File: config.mk
export PLATFORM = sky130hd
export DESIGN_NAME = gpio_port
export DESIGN_NICKNAME = d
export VERILOG_FILES = /design/src/gpio_port_pkg.sv /design/src/gpio_pin_cell.sv /design/src/gpio_port.sv
export SDC_FILE = /design/constraint.sdc
export NUM_CORES = 1
export LEC_CHECK = 0
export BUFFER_PORTS_ARGS = -buffer_cell sky130_fd_sc_hd__buf_2
export CAP_MARGIN = 20
export CORE_ASPECT_RATIO = 1.1
export CORE_MARGIN = 3
export CORE_UTILIZATION = 50
export CTS_BUF_LIST = sky130_fd_sc_hd__clkbuf_4 sky130_fd_sc_hd__clkbuf_8
export DETAILED_ROUTE_END_ITERATION = 8
export PLACE_DENSITY = 0.71
export SETUP_SLACK_MARGIN = 0.5
export SLEW_MARGIN = 30
export SYNTH_ARGS = -nofsm -noshare
export SYNTH_HDL_FRONTEND = slang
export SYNTH_SLANG_ARGS = --single-unit
File: constraint.sdc
create_clock -name clk -period 5 [get_ports clk]
set_input_delay 0 -clock clk [delete_from_list [all_inputs] [get_ports clk]]
set_output_delay 0 -clock clk [all_outputs]
set_load 0.02 [all_outputs]
File: src/gpio_port_pkg.sv
// Purpose: Shared constants and carrier types for the general-purpose I/O port block.
// Assumes: A 32-bit classic Wishbone register bus and a single 250 MHz clock.
// Notes: Each port occupies one 0x20-byte window; only the low four bits of a port carry pins.
`default_nettype none
package gpio_port_pkg;
  // Pin and port geometry.
  localparam int NUM_PINS = 12;
  localparam int NUM_PORTS = 3;
  localparam int PORT_WIDTH = 8;
  localparam int PINS_PER_PORT = 4;
  localparam int MODE_BITS = 3;
  localparam int SEL_BITS = 2;
  localparam int NUM_SOURCES = 3;
  // Bus geometry.
  localparam int ADR_BITS = 8;
  localparam int DAT_BITS = 32;
  // Register offsets within one port window.
  localparam logic [4:0] OFS_DATA_OUT = 5'h00;
  localparam logic [4:0] OFS_PIN_STATE = 5'h04;
  localparam logic [4:0] OFS_DRIVE_MODE = 5'h08;
  localparam logic [4:0] OFS_BUF_CTRL = 5'h0c;
  localparam logic [4:0] OFS_SRC_SEL = 5'h10;
  localparam logic [4:0] OFS_INT_EN = 5'h14;
  localparam logic [4:0] OFS_INT_STATUS = 5'h18;
  localparam logic [4:0] OFS_INT_MASK = 5'h1c;
  // Port window placement and the global hold register.
  localparam logic [7:0] PORT_STRIDE = 8'h20;
  localparam logic [7:0] ADR_HOLD = 8'h60;
  // Buffer control field positions: input enable, output enable, LVTTL, fast slew.
  localparam int BUF_IE_POS = 0;
  localparam int BUF_OE_POS = 8;
  localparam int BUF_LVTTL_POS = 16;
  localparam int BUF_SLEW_POS = 24;
  // Masks of the bits that exist; the rest read as zero.
  localparam logic [7:0] PIN_MASK = 8'h0f;
  localparam logic [23:0] MODE_MASK = 24'h000fff;
  localparam logic [31:0] BUF_MASK = 32'h0f0f0f0f;
  localparam logic [15:0] SEL_MASK = 16'h00ff;
  // Values after reset: analog mode, all buffers off, data register source.
  localparam logic [7:0] RST_DATA_OUT = 8'h00;
  localparam logic [23:0] RST_DRIVE_MODE = 24'h000000;
  localparam logic [31:0] RST_BUF_CTRL = 32'h00000000;
  localparam logic [15:0] RST_SRC_SEL = 16'h0000;
  localparam logic [7:0] RST_INT = 8'h00;
  // Drive configuration codes.
  localparam logic [2:0] MODE_ANALOG = 3'h0;
  localparam logic [2:0] MODE_INPUT = 3'h1;
  localparam logic [2:0] MODE_WUP_SDN = 3'h2;
  localparam logic [2:0] MODE_SUP_WDN = 3'h3;
  localparam logic [2:0] MODE_OD_SDN = 3'h4;
  localparam logic [2:0] MODE_OD_SUP = 3'h5;
  localparam logic [2:0] MODE_SUP_SDN = 3'h6;
  localparam logic [2:0] MODE_WUP_WDN = 3'h7;

  // Per-pin control as set by software and the source matrix.
  typedef struct packed {
    logic [2:0] mode;
    logic inEn;
    logic outEn;
    logic dout;
  } pin_ctrl_type;

  // Per-pin pad drive as seen by the pad ring.
  typedef struct packed {
    logic strongOut;
    logic strongOe;
    logic weakUp;
    logic weakDown;
    logic inEn;
  } pad_drive_type;
endpackage
`default_nettype wire

File: src/gpio_pin_cell.sv
// Purpose: One pin's drive decoder with a hold latch on its pad controls.
// Assumes: Control inputs are synchronous to clk.
// Notes: While hold is high the registered pad controls keep their last value.
`timescale 1ns/1ps
`default_nettype none
module gpio_pin_cell (
  input wire logic clk,
  input wire logic reset_n,
  input wire logic hold,
  input var gpio_port_pkg::pin_ctrl_type ctrl,
  output gpio_port_pkg::pad_drive_type drive_q
);
  gpio_port_pkg::pad_drive_type drive_d;

  // Decode the drive configuration into strong and weak pad drivers.
  always_comb begin
    drive_d = '0;
    drive_d.inEn = ctrl.inEn && (ctrl.mode != gpio_port_pkg::MODE_ANALOG);
    drive_d.strongOut = ctrl.dout;
    if (ctrl.outEn) begin
      case (ctrl.mode)
        gpio_port_pkg::MODE_WUP_SDN: begin
          drive_d.strongOe = !ctrl.dout;
          drive_d.weakUp = ctrl.dout;
        end
        gpio_port_pkg::MODE_SUP_WDN: begin
          drive_d.strongOe = ctrl.dout;
          drive_d.weakDown = !ctrl.dout;
        end
        gpio_port_pkg::MODE_OD_SDN: begin
          drive_d.strongOe = !ctrl.dout;
        end
        gpio_port_pkg::MODE_OD_SUP: begin
          drive_d.strongOe = ctrl.dout;
        end
        gpio_port_pkg::MODE_SUP_SDN: begin
          drive_d.strongOe = 1'b1;
        end
        gpio_port_pkg::MODE_WUP_WDN: begin
          drive_d.weakUp = ctrl.dout;
          drive_d.weakDown = !ctrl.dout;
        end
        default: begin
          drive_d.strongOe = 1'b0;
        end
      endcase
    end
  end

  // Register the pad controls; reset turns every buffer off, hold freezes them.
  always_ff @(posedge clk) begin
    if (!reset_n) begin
      drive_q <= '0;
    end else if (!hold) begin
      drive_q <= drive_d;
    end
  end
endmodule
`default_nettype wire

File: src/gpio_port.sv
// Purpose: Twelve-pin general-purpose I/O block in three 8-bit ports behind Wishbone.
// Assumes: Pad inputs are synchronous to clk; peripheral sources are synchronous too.
// Notes: Pins sit on bits 0 to 3 of each port; other bits read as zero and ignore writes.
`timescale 1ns/1ps
`default_nettype none
// Operation
// - Twelve pins exist, each configured on its own.
// - Eight drive configurations, from analog off through pull and open-drain combinations.
// - Each pin selects CMOS or LVTTL input threshold.
// - Input and output buffers are enabled separately from the drive configuration.
// - Hold freezes each pin's state so it survives sleep modes.
// - Each pin's output slew rate is selectable.
// - Pins group into 8-bit ports; registers address pins by bit position.
// - During reset every pin buffer is forced off.
// - A source matrix picks which internal signal drives each pin.
// - Output data register drives pins; pin state register reads sampled levels.
// - A pin raises an interrupt event only when enabled.
// - Pin interrupts merge into one request per port, three in all.
module gpio_port (
  input wire logic clk,
  input wire logic reset_n,
  input wire logic wb_cyc_i,
  input wire logic wb_stb_i,
  input wire logic wb_we_i,
  input wire logic [gpio_port_pkg::ADR_BITS-1:0] wb_adr_i,
  input wire logic [3:0] wb_sel_i,
  input wire logic [gpio_port_pkg::DAT_BITS-1:0] wb_dat_i,
  output logic [gpio_port_pkg::DAT_BITS-1:0] wb_dat_o,
  output logic wb_ack_o,
  input wire logic [gpio_port_pkg::NUM_PINS-1:0] padIn,
  output logic [gpio_port_pkg::NUM_PINS-1:0] padOut,
  output logic [gpio_port_pkg::NUM_PINS-1:0] padOe,
  output logic [gpio_port_pkg::NUM_PINS-1:0] padWeakUp,
  output logic [gpio_port_pkg::NUM_PINS-1:0] padWeakDown,
  output logic [gpio_port_pkg::NUM_PINS-1:0] padInEn,
  output logic [gpio_port_pkg::NUM_PINS-1:0] padLvttl,
  output logic [gpio_port_pkg::NUM_PINS-1:0] padSlewFast,
  input wire logic [gpio_port_pkg::NUM_SOURCES-1:0][gpio_port_pkg::NUM_PINS-1:0] periphOut,
  output logic [gpio_port_pkg::NUM_PINS-1:0] pinLevel,
  output logic [gpio_port_pkg::NUM_PORTS-1:0] portIrq,
  output logic irq
);
  localparam int NP = gpio_port_pkg::NUM_PORTS;
  localparam int PPP = gpio_port_pkg::PINS_PER_PORT;

  // Register state, one entry per port for configuration and interrupts; hold, pin samples and bus state are single.
  logic [7:0] dataOut_q [NP];
  logic [23:0] driveMode_q [NP];
  logic [31:0] bufCtrl_q [NP];
  logic [15:0] srcSel_q [NP];
  logic [7:0] intEn_q [NP];
  logic [7:0] intMask_q [NP];
  logic [7:0] intStat_q [NP];
  logic hold_q;
  logic [gpio_port_pkg::NUM_PINS-1:0] pinState_q;
  logic [gpio_port_pkg::NUM_PINS-1:0] pinPrev_q;
  logic ack_q;
  logic [31:0] rdData_q;
  logic [31:0] rdData_d;

  // Bus decode.
  logic access;
  logic wrStrobe;
  logic [1:0] portSel;
  logic [4:0] regOfs;
  logic portHit;
  logic holdHit;
  logic [31:0] wrMask;

  gpio_port_pkg::pad_drive_type drive [gpio_port_pkg::NUM_PINS];
  gpio_port_pkg::pin_ctrl_type ctrl [gpio_port_pkg::NUM_PINS];
  logic [gpio_port_pkg::NUM_PINS-1:0] pinEvent;

  // Expand byte selects into a bit mask.
  function automatic logic [31:0] sel_mask(input logic [3:0] sel);
    logic [31:0] m;
    m = '0;
    for (int b = 0; b < 4; b++) begin
      m[b*8 +: 8] = {8{sel[b]}};
    end
    return m;
  endfunction

  // Merge a write into a stored word under byte selects and the field mask.
  function automatic logic [31:0] merge(input logic [31:0] old, input logic [31:0] wdat,
                                        input logic [31:0] m, input logic [31:0] fmask);
    return ((old & ~m) | (wdat & m)) & fmask;
  endfunction

  // Address decode: port windows are 0x20 bytes, registers one aligned word each.
  always_comb begin
    access = wb_cyc_i && wb_stb_i;
    portSel = wb_adr_i[6:5];
    regOfs = wb_adr_i[4:0];
    portHit = !wb_adr_i[7] && (portSel < 2'(NP));
    holdHit = (wb_adr_i == gpio_port_pkg::ADR_HOLD);
    wrMask = sel_mask(wb_sel_i);
    wrStrobe = access && wb_we_i && ack_q;
  end

  // Acknowledge one cycle after the request; drop it the cycle after.
  always_ff @(posedge clk) begin
    if (!reset_n) begin
      ack_q <= 1'b0;
    end else begin
      ack_q <= access && !ack_q;
    end
  end

  // Read multiplexer; unmapped addresses read as zero.
  always_comb begin
    rdData_d = '0;
    if (holdHit) begin
      rdData_d[0] = hold_q;
    end else if (portHit) begin
      case (regOfs)
        gpio_port_pkg::OFS_DATA_OUT: rdData_d[7:0] = dataOut_q[portSel];
        gpio_port_pkg::OFS_PIN_STATE: rdData_d[PPP-1:0] = pinState_q[portSel*PPP +: PPP];
        gpio_port_pkg::OFS_DRIVE_MODE: rdData_d[23:0] = driveMode_q[portSel];
        gpio_port_pkg::OFS_BUF_CTRL: rdData_d = bufCtrl_q[portSel];
        gpio_port_pkg::OFS_SRC_SEL: rdData_d[15:0] = srcSel_q[portSel];
        gpio_port_pkg::OFS_INT_EN: rdData_d[7:0] = intEn_q[portSel];
        gpio_port_pkg::OFS_INT_STATUS: rdData_d[7:0] = intStat_q[portSel];
        gpio_port_pkg::OFS_INT_MASK: rdData_d[7:0] = intMask_q[portSel];
        default: rdData_d = '0;
      endcase
    end
  end

  // Capture read data together with the acknowledge.
  always_ff @(posedge clk) begin
    if (!reset_n) begin
      rdData_q <= '0;
    end else if (access && !ack_q) begin
      rdData_q <= rdData_d;
    end
  end

  assign wb_dat_o = rdData_q;
  assign wb_ack_o = ack_q;

  // Configuration registers; a write takes effect on the edge that sees ack high.
  always_ff @(posedge clk) begin
    if (!reset_n) begin
      for (int p = 0; p < NP; p++) begin
        dataOut_q[p] <= gpio_port_pkg::RST_DATA_OUT;
        driveMode_q[p] <= gpio_port_pkg::RST_DRIVE_MODE;
        bufCtrl_q[p] <= gpio_port_pkg::RST_BUF_CTRL;
        srcSel_q[p] <= gpio_port_pkg::RST_SRC_SEL;
        intEn_q[p] <= gpio_port_pkg::RST_INT;
        intMask_q[p] <= gpio_port_pkg::RST_INT;
      end
    end else if (wrStrobe && portHit) begin
      case (regOfs)
        gpio_port_pkg::OFS_DATA_OUT: begin
          dataOut_q[portSel] <= 8'(merge(32'(dataOut_q[portSel]), wb_dat_i, wrMask,
                                         32'(gpio_port_pkg::PIN_MASK)));
        end
        gpio_port_pkg::OFS_DRIVE_MODE: begin
          driveMode_q[portSel] <= 24'(merge(32'(driveMode_q[portSel]), wb_dat_i, wrMask,
                                            32'(gpio_port_pkg::MODE_MASK)));
        end
        gpio_port_pkg::OFS_BUF_CTRL: begin
          bufCtrl_q[portSel] <= merge(bufCtrl_q[portSel], wb_dat_i, wrMask,
                                      gpio_port_pkg::BUF_MASK);
        end
        gpio_port_pkg::OFS_SRC_SEL: begin
          srcSel_q[portSel] <= 16'(merge(32'(srcSel_q[portSel]), wb_dat_i, wrMask,
                                         32'(gpio_port_pkg::SEL_MASK)));
        end
        gpio_port_pkg::OFS_INT_EN: begin
          intEn_q[portSel] <= 8'(merge(32'(intEn_q[portSel]), wb_dat_i, wrMask,
                                       32'(gpio_port_pkg::PIN_MASK)));
        end
        gpio_port_pkg::OFS_INT_MASK: begin
          intMask_q[portSel] <= 8'(merge(32'(intMask_q[portSel]), wb_dat_i, wrMask,
                                         32'(gpio_port_pkg::PIN_MASK)));
        end
        default: begin
          dataOut_q[portSel] <= dataOut_q[portSel];
        end
      endcase
    end
  end

  // Global hold control for low-power retention.
  always_ff @(posedge clk) begin
    if (!reset_n) begin
      hold_q <= 1'b0;
    end else if (wrStrobe && holdHit && wb_sel_i[0]) begin
      hold_q <= wb_dat_i[0];
    end
  end

  // Build each pin's control word from its port bit position and the source matrix.
  always_comb begin
    for (int i = 0; i < gpio_port_pkg::NUM_PINS; i++) begin
      automatic int p = i / PPP;
      automatic int b = i % PPP;
      automatic logic [1:0] src = srcSel_q[p][b*2 +: 2];
      ctrl[i].mode = driveMode_q[p][b*3 +: 3];
      ctrl[i].inEn = bufCtrl_q[p][gpio_port_pkg::BUF_IE_POS + b];
      ctrl[i].outEn = bufCtrl_q[p][gpio_port_pkg::BUF_OE_POS + b];
      if (src == 2'h0) begin
        ctrl[i].dout = dataOut_q[p][b];
      end else begin
        ctrl[i].dout = periphOut[src - 2'h1][i];
      end
    end
  end

  // One drive cell per pin.
  for (genvar g = 0; g < gpio_port_pkg::NUM_PINS; g++) begin : g_pin
    gpio_pin_cell u_cell (
      .clk(clk),
      .reset_n(reset_n),
      .hold(hold_q),
      .ctrl(ctrl[g]),
      .drive_q(drive[g])
    );
  end

  // Threshold and slew controls are registered and frozen by hold like the drivers.
  always_ff @(posedge clk) begin
    for (int i = 0; i < gpio_port_pkg::NUM_PINS; i++) begin
      if (!reset_n) begin
        padLvttl[i] <= 1'b0;
        padSlewFast[i] <= 1'b0;
      end else if (!hold_q) begin
        padLvttl[i] <= bufCtrl_q[i / PPP][gpio_port_pkg::BUF_LVTTL_POS + i % PPP];
        padSlewFast[i] <= bufCtrl_q[i / PPP][gpio_port_pkg::BUF_SLEW_POS + i % PPP];
      end
    end
  end

  // Pad outputs; reset gates every enable off at once.
  always_comb begin
    for (int i = 0; i < gpio_port_pkg::NUM_PINS; i++) begin
      padOut[i] = drive[i].strongOut;
      padOe[i] = drive[i].strongOe && reset_n;
      padWeakUp[i] = drive[i].weakUp && reset_n;
      padWeakDown[i] = drive[i].weakDown && reset_n;
      padInEn[i] = drive[i].inEn && reset_n;
    end
  end

  // Sample pin levels; a disabled input buffer reads as low.
  always_ff @(posedge clk) begin
    if (!reset_n) begin
      pinState_q <= '0;
      pinPrev_q <= '0;
    end else begin
      for (int i = 0; i < gpio_port_pkg::NUM_PINS; i++) begin
        pinState_q[i] <= padIn[i] && drive[i].inEn;
      end
      pinPrev_q <= pinState_q;
    end
  end

  assign pinLevel = pinState_q;

  // Any change of an enabled pin's sampled level is an event.
  always_comb begin
    for (int i = 0; i < gpio_port_pkg::NUM_PINS; i++) begin
      pinEvent[i] = (pinState_q[i] != pinPrev_q[i]) && intEn_q[i / PPP][i % PPP];
    end
  end

  // Sticky status, write one to clear; a new event wins over the clear.
  always_ff @(posedge clk) begin
    if (!reset_n) begin
      for (int p = 0; p < NP; p++) begin
        intStat_q[p] <= gpio_port_pkg::RST_INT;
      end
    end else begin
      for (int p = 0; p < NP; p++) begin
        automatic logic [7:0] clr = '0;
        automatic logic [7:0] set = '0;
        if (wrStrobe && portHit && portSel == 2'(p) &&
            regOfs == gpio_port_pkg::OFS_INT_STATUS && wb_sel_i[0]) begin
          clr = wb_dat_i[7:0];
        end
        set[PPP-1:0] = pinEvent[p*PPP +: PPP];
        intStat_q[p] <= (intStat_q[p] & ~clr) | set;
      end
    end
  end

  // One level request per port, and their union.
  always_comb begin
    for (int p = 0; p < NP; p++) begin
      portIrq[p] = |(intStat_q[p] & intMask_q[p]);
    end
    irq = |portIrq;
  end
endmodule
`default_nettype wire

==> impl_metrics.json <==
{
  "status": "completed",
  "cts_sinks": 362,
  "utilization": 0.611,
  "synth_cell_types": 63,
  "cap_violations": 0,
  "power_density_nw_per_um2": 326,
  "ys.warnings.count": 0,
  "arrival_ns": 2.99,
  "syn_area_um2": 17200,
  "port_buffers": 205,
  "finalHoldViolations": 0,
  "clk_path_buf_depth": 3,
  "overflow": 0,
  "synth_top_area_share": 0.364,
  "grt_usage": 0.262,
  "synth-async-reset-ratio": 0,
  "dieArea_um2": 36600,
  "ff2ff_path_depth": 5,
  "drv_slew": 0,
  "tightest_slew_ns": 0.977,
  "rows": 70,
  "slew_headroom": 0.330,
  "antenna_found_initial": 0,
  "cts-root-buf": "clkbuf_8",
  "crit_type": "flop to flop",
  "crit_path_end_kind": "flop",
  "die_w_um": 183,
  "drt_pre_antenna_iters": 5,
  "irDropWorstVdd_mv": 0.209,
  "crit_fanout": 13,
  "fmax_ghz": 0.361,
  "cts_made_buffers": 58,
  "num_antenna_cells": 0,
  "setup_viol": 0,
  "drt-total-wl_mm": 49.3,
  "grt_pass1_wl_mm": 74.7,
  "grtUsageMet1": 0.343,
  "gp_congestion": 0.905,
  "antenna_left": 0,
  "synth_cells": 1553,
  "cts_tree": "yes",
  "synth_area_leaders": "edfxtp_1 36%, dfxtp_1 18%, mux4_2 6.8%",
  "postSynthAreaPerCell_um2": 11.1,
  "drive_above_1_share": 0.206,
  "crit_required_ns": 5.22,
  "grt_max_degree": 72,
  "setup_tns_ns": 0,
  "design.portCount": 230,
  "vias": 13200,
  "dieHeight_um": 200,
  "min_from": "periphOut[19]",
  "hpwl_mm": 34.5,
  "cts_resized": 0,
  "grtUsageMet3": 0.0509,
  "cts_hold_buf": 67,
  "viasPerCell": 5.65,
  "drtIter0Drc": 1187,
  "first_global_vias": 13100,
  "ys_seq_area_frac": 0.543,
  "synth_flop_cell": "edfxtp_1",
  "finalCriticalPeriod_ns": 2.77,
  "fin_nets": 1958,
  "startpoint_type": "flop",
  "ys_seq_elements": 362,
  "yosysTopAreaCell": "edfxtp_1",
  "htree_num_levels": 2,
  "worst_skew_pair.late_latency_ns": 0.61,
  "hold_class": "primary input to flop",
  "initial_utilization": 0.512,
  "post_cts_buffers": 0,
  "area_delta_synth_final_pct": 19.3,
  "busiest_layer": "met2",
  "clock_skew_ns": 0.0347,
  "fin_crit_sh": 0.554,
  "synth_edf_count": 208,
  "drc": 0,
  "hold_path_end": "g_pin[7].u_cell.drive_q[3]",
  "yosysMostFrequentCell": "edfxtp_1",
  "path_clk_slew_ns": 0.06,
  "p_leak_nw": 8.66,
  "rsz0062_at_grt": "no",
  "ff2ff_setup_slack_ns": 2.23,
  "worstReg2RegEnd": "driveMode_q[0][6]",
  "met2_usage": 0.436,
  "min_path_cells": 6,
  "synthTopCellsByCount": "208 x edfxtp_1, 196 x nor2_1, 154 x dfxtp_1",
  "fp.coreArea_um2": 33500,
  "fillers": 2735,
  "worstReg2RegStart": "wb_ack_o",
  "routedWlPerCell_um": 21.2
}
## cell type report
cell class              instances  area [um2]  share of cell area
clock inverters                 5        48.8             0.00238
repair buffers                282        1780              0.0868
clock buffers                 103        1240              0.0606
well taps                     432         541              0.0264
flip-flops and latches        362        9330               0.455
multi-input cells            1064        7240               0.353
inverters                      81         304              0.0148
## logic make-up (layout without fill, tap and decap cells)
logic type,after synthesis,after routing,share of synthesized area
other cells,1,64,0.000218
buf+inv,190,471,0.0501
compound gates,235,235,0.0940
fa+ha+maj,12,12,0.00874
mux,153,153,0.127
xor+xnor,24,24,0.0122
simple gates,576,576,0.165
flops,362,362,0.543
## flip-flops by register name (all words and copies together) (netlist names)
signal and count:
intStat_q 24, bufCtrl_q 64, intEn_q 16, hold_q 1, intMask_q 16, wb_ack_o 1
pinPrev_q 12, pinLevel 12, srcSel_q 32, g_pin.u_cell.drive_q 60, driveMode_q 48, wb_dat_o 20
padSlewFast 12, dataOut_q 32, padLvttl 12
## worst max-delay path by stage
stage	startpoint	endpoint	slack, ns	cells after the start
final	wb_ack_o	driveMode_q[0][6]	2.23	5
after CTS	wb_ack_o	bufCtrl_q[0][13]	2.24	6
after global placement	wb_adr_i[6]	wb_dat_o[0]	2.18	7
after global routing	wb_ack_o	driveMode_q[0][7]	2.18	5
after detailed placement	wb_adr_i[6]	wb_dat_o[0]	2.11	7
after floorplan	wb_ack_o	bufCtrl_q[0][0]	2.80	6
## cells in the final DEF, fill, tap and decap left out, drive strengths merged, types with 3 or more instances in the layout
master       instances
o31ai               23
a311oi              10
and4                 3
o211ai               9
xnor2               12
dlygate4sd3         67
nand3b              13
a21boi              21
and2                89
a22oi               23
and3                38
or2                  3
a32o                13
nand3                5
buf                215
nor2b               40
clkbuf             103
ha                  12
a21oi               28
nor2               199
edfxtp             208
mux4                52
xor2                12
nor4b               12
nand4               13
a211oi               3
inv                 81
dfxtp              154
nand2              144
conb                64
a22o                 6
o2bb2ai             17
nand2b               8
or3                  3
o21ai               70
mux2i               99
clkinv               3
## critical path: stages, from the launching register on
cell and delay (ns):
dfxtp_1 0.35, and4_1 0.33, nand3_4 0.16, nor2_2 0.40
nand2_1 0.47, nand2_1 0.66
## power breakdown
part | switching (W) | total [W] | internal (W)
Clock | 0.00117 | 0.00277 | 0.00159
Combinational | 0.000365 | 0.000599 | 0.000234
Sequential | 0.0000665 | 0.00332 | 0.00325
Total | 0.00161 | 0.00669 | 0.00508
## per-stage QoR
step | instance area [um2] | setup WS (ns) | hold WS, ns | power [W] | instances
2_1_floorplan | 17400 | 2.80 | 0.0870 | 0.00374 | 1616
3_3_place_gp | 18500 | 2.18 | 0.239 | 0.00391 | 2154
3_5_place_dp | 18500 | 2.11 | 0.248 | 0.00393 | 2154
4_1_cts | 20500 | 2.24 | 0.0136 | 0.00672 | 2329
5_1_grt | 20500 | 2.18 | 0.0764 | 0.00691 | 2329
6_report | 20500 | 2.23 | 0.0578 | 0.00669 | 2329
## metal layers
layer | wire [um] | share of wire
met5 | 0 | 0
met4 | 1520 | 0.031
met3 | 3990 | 0.081
met2 | 24100 | 0.49
met1 | 19700 | 0.40
Power figures use the tool's default switching activity.
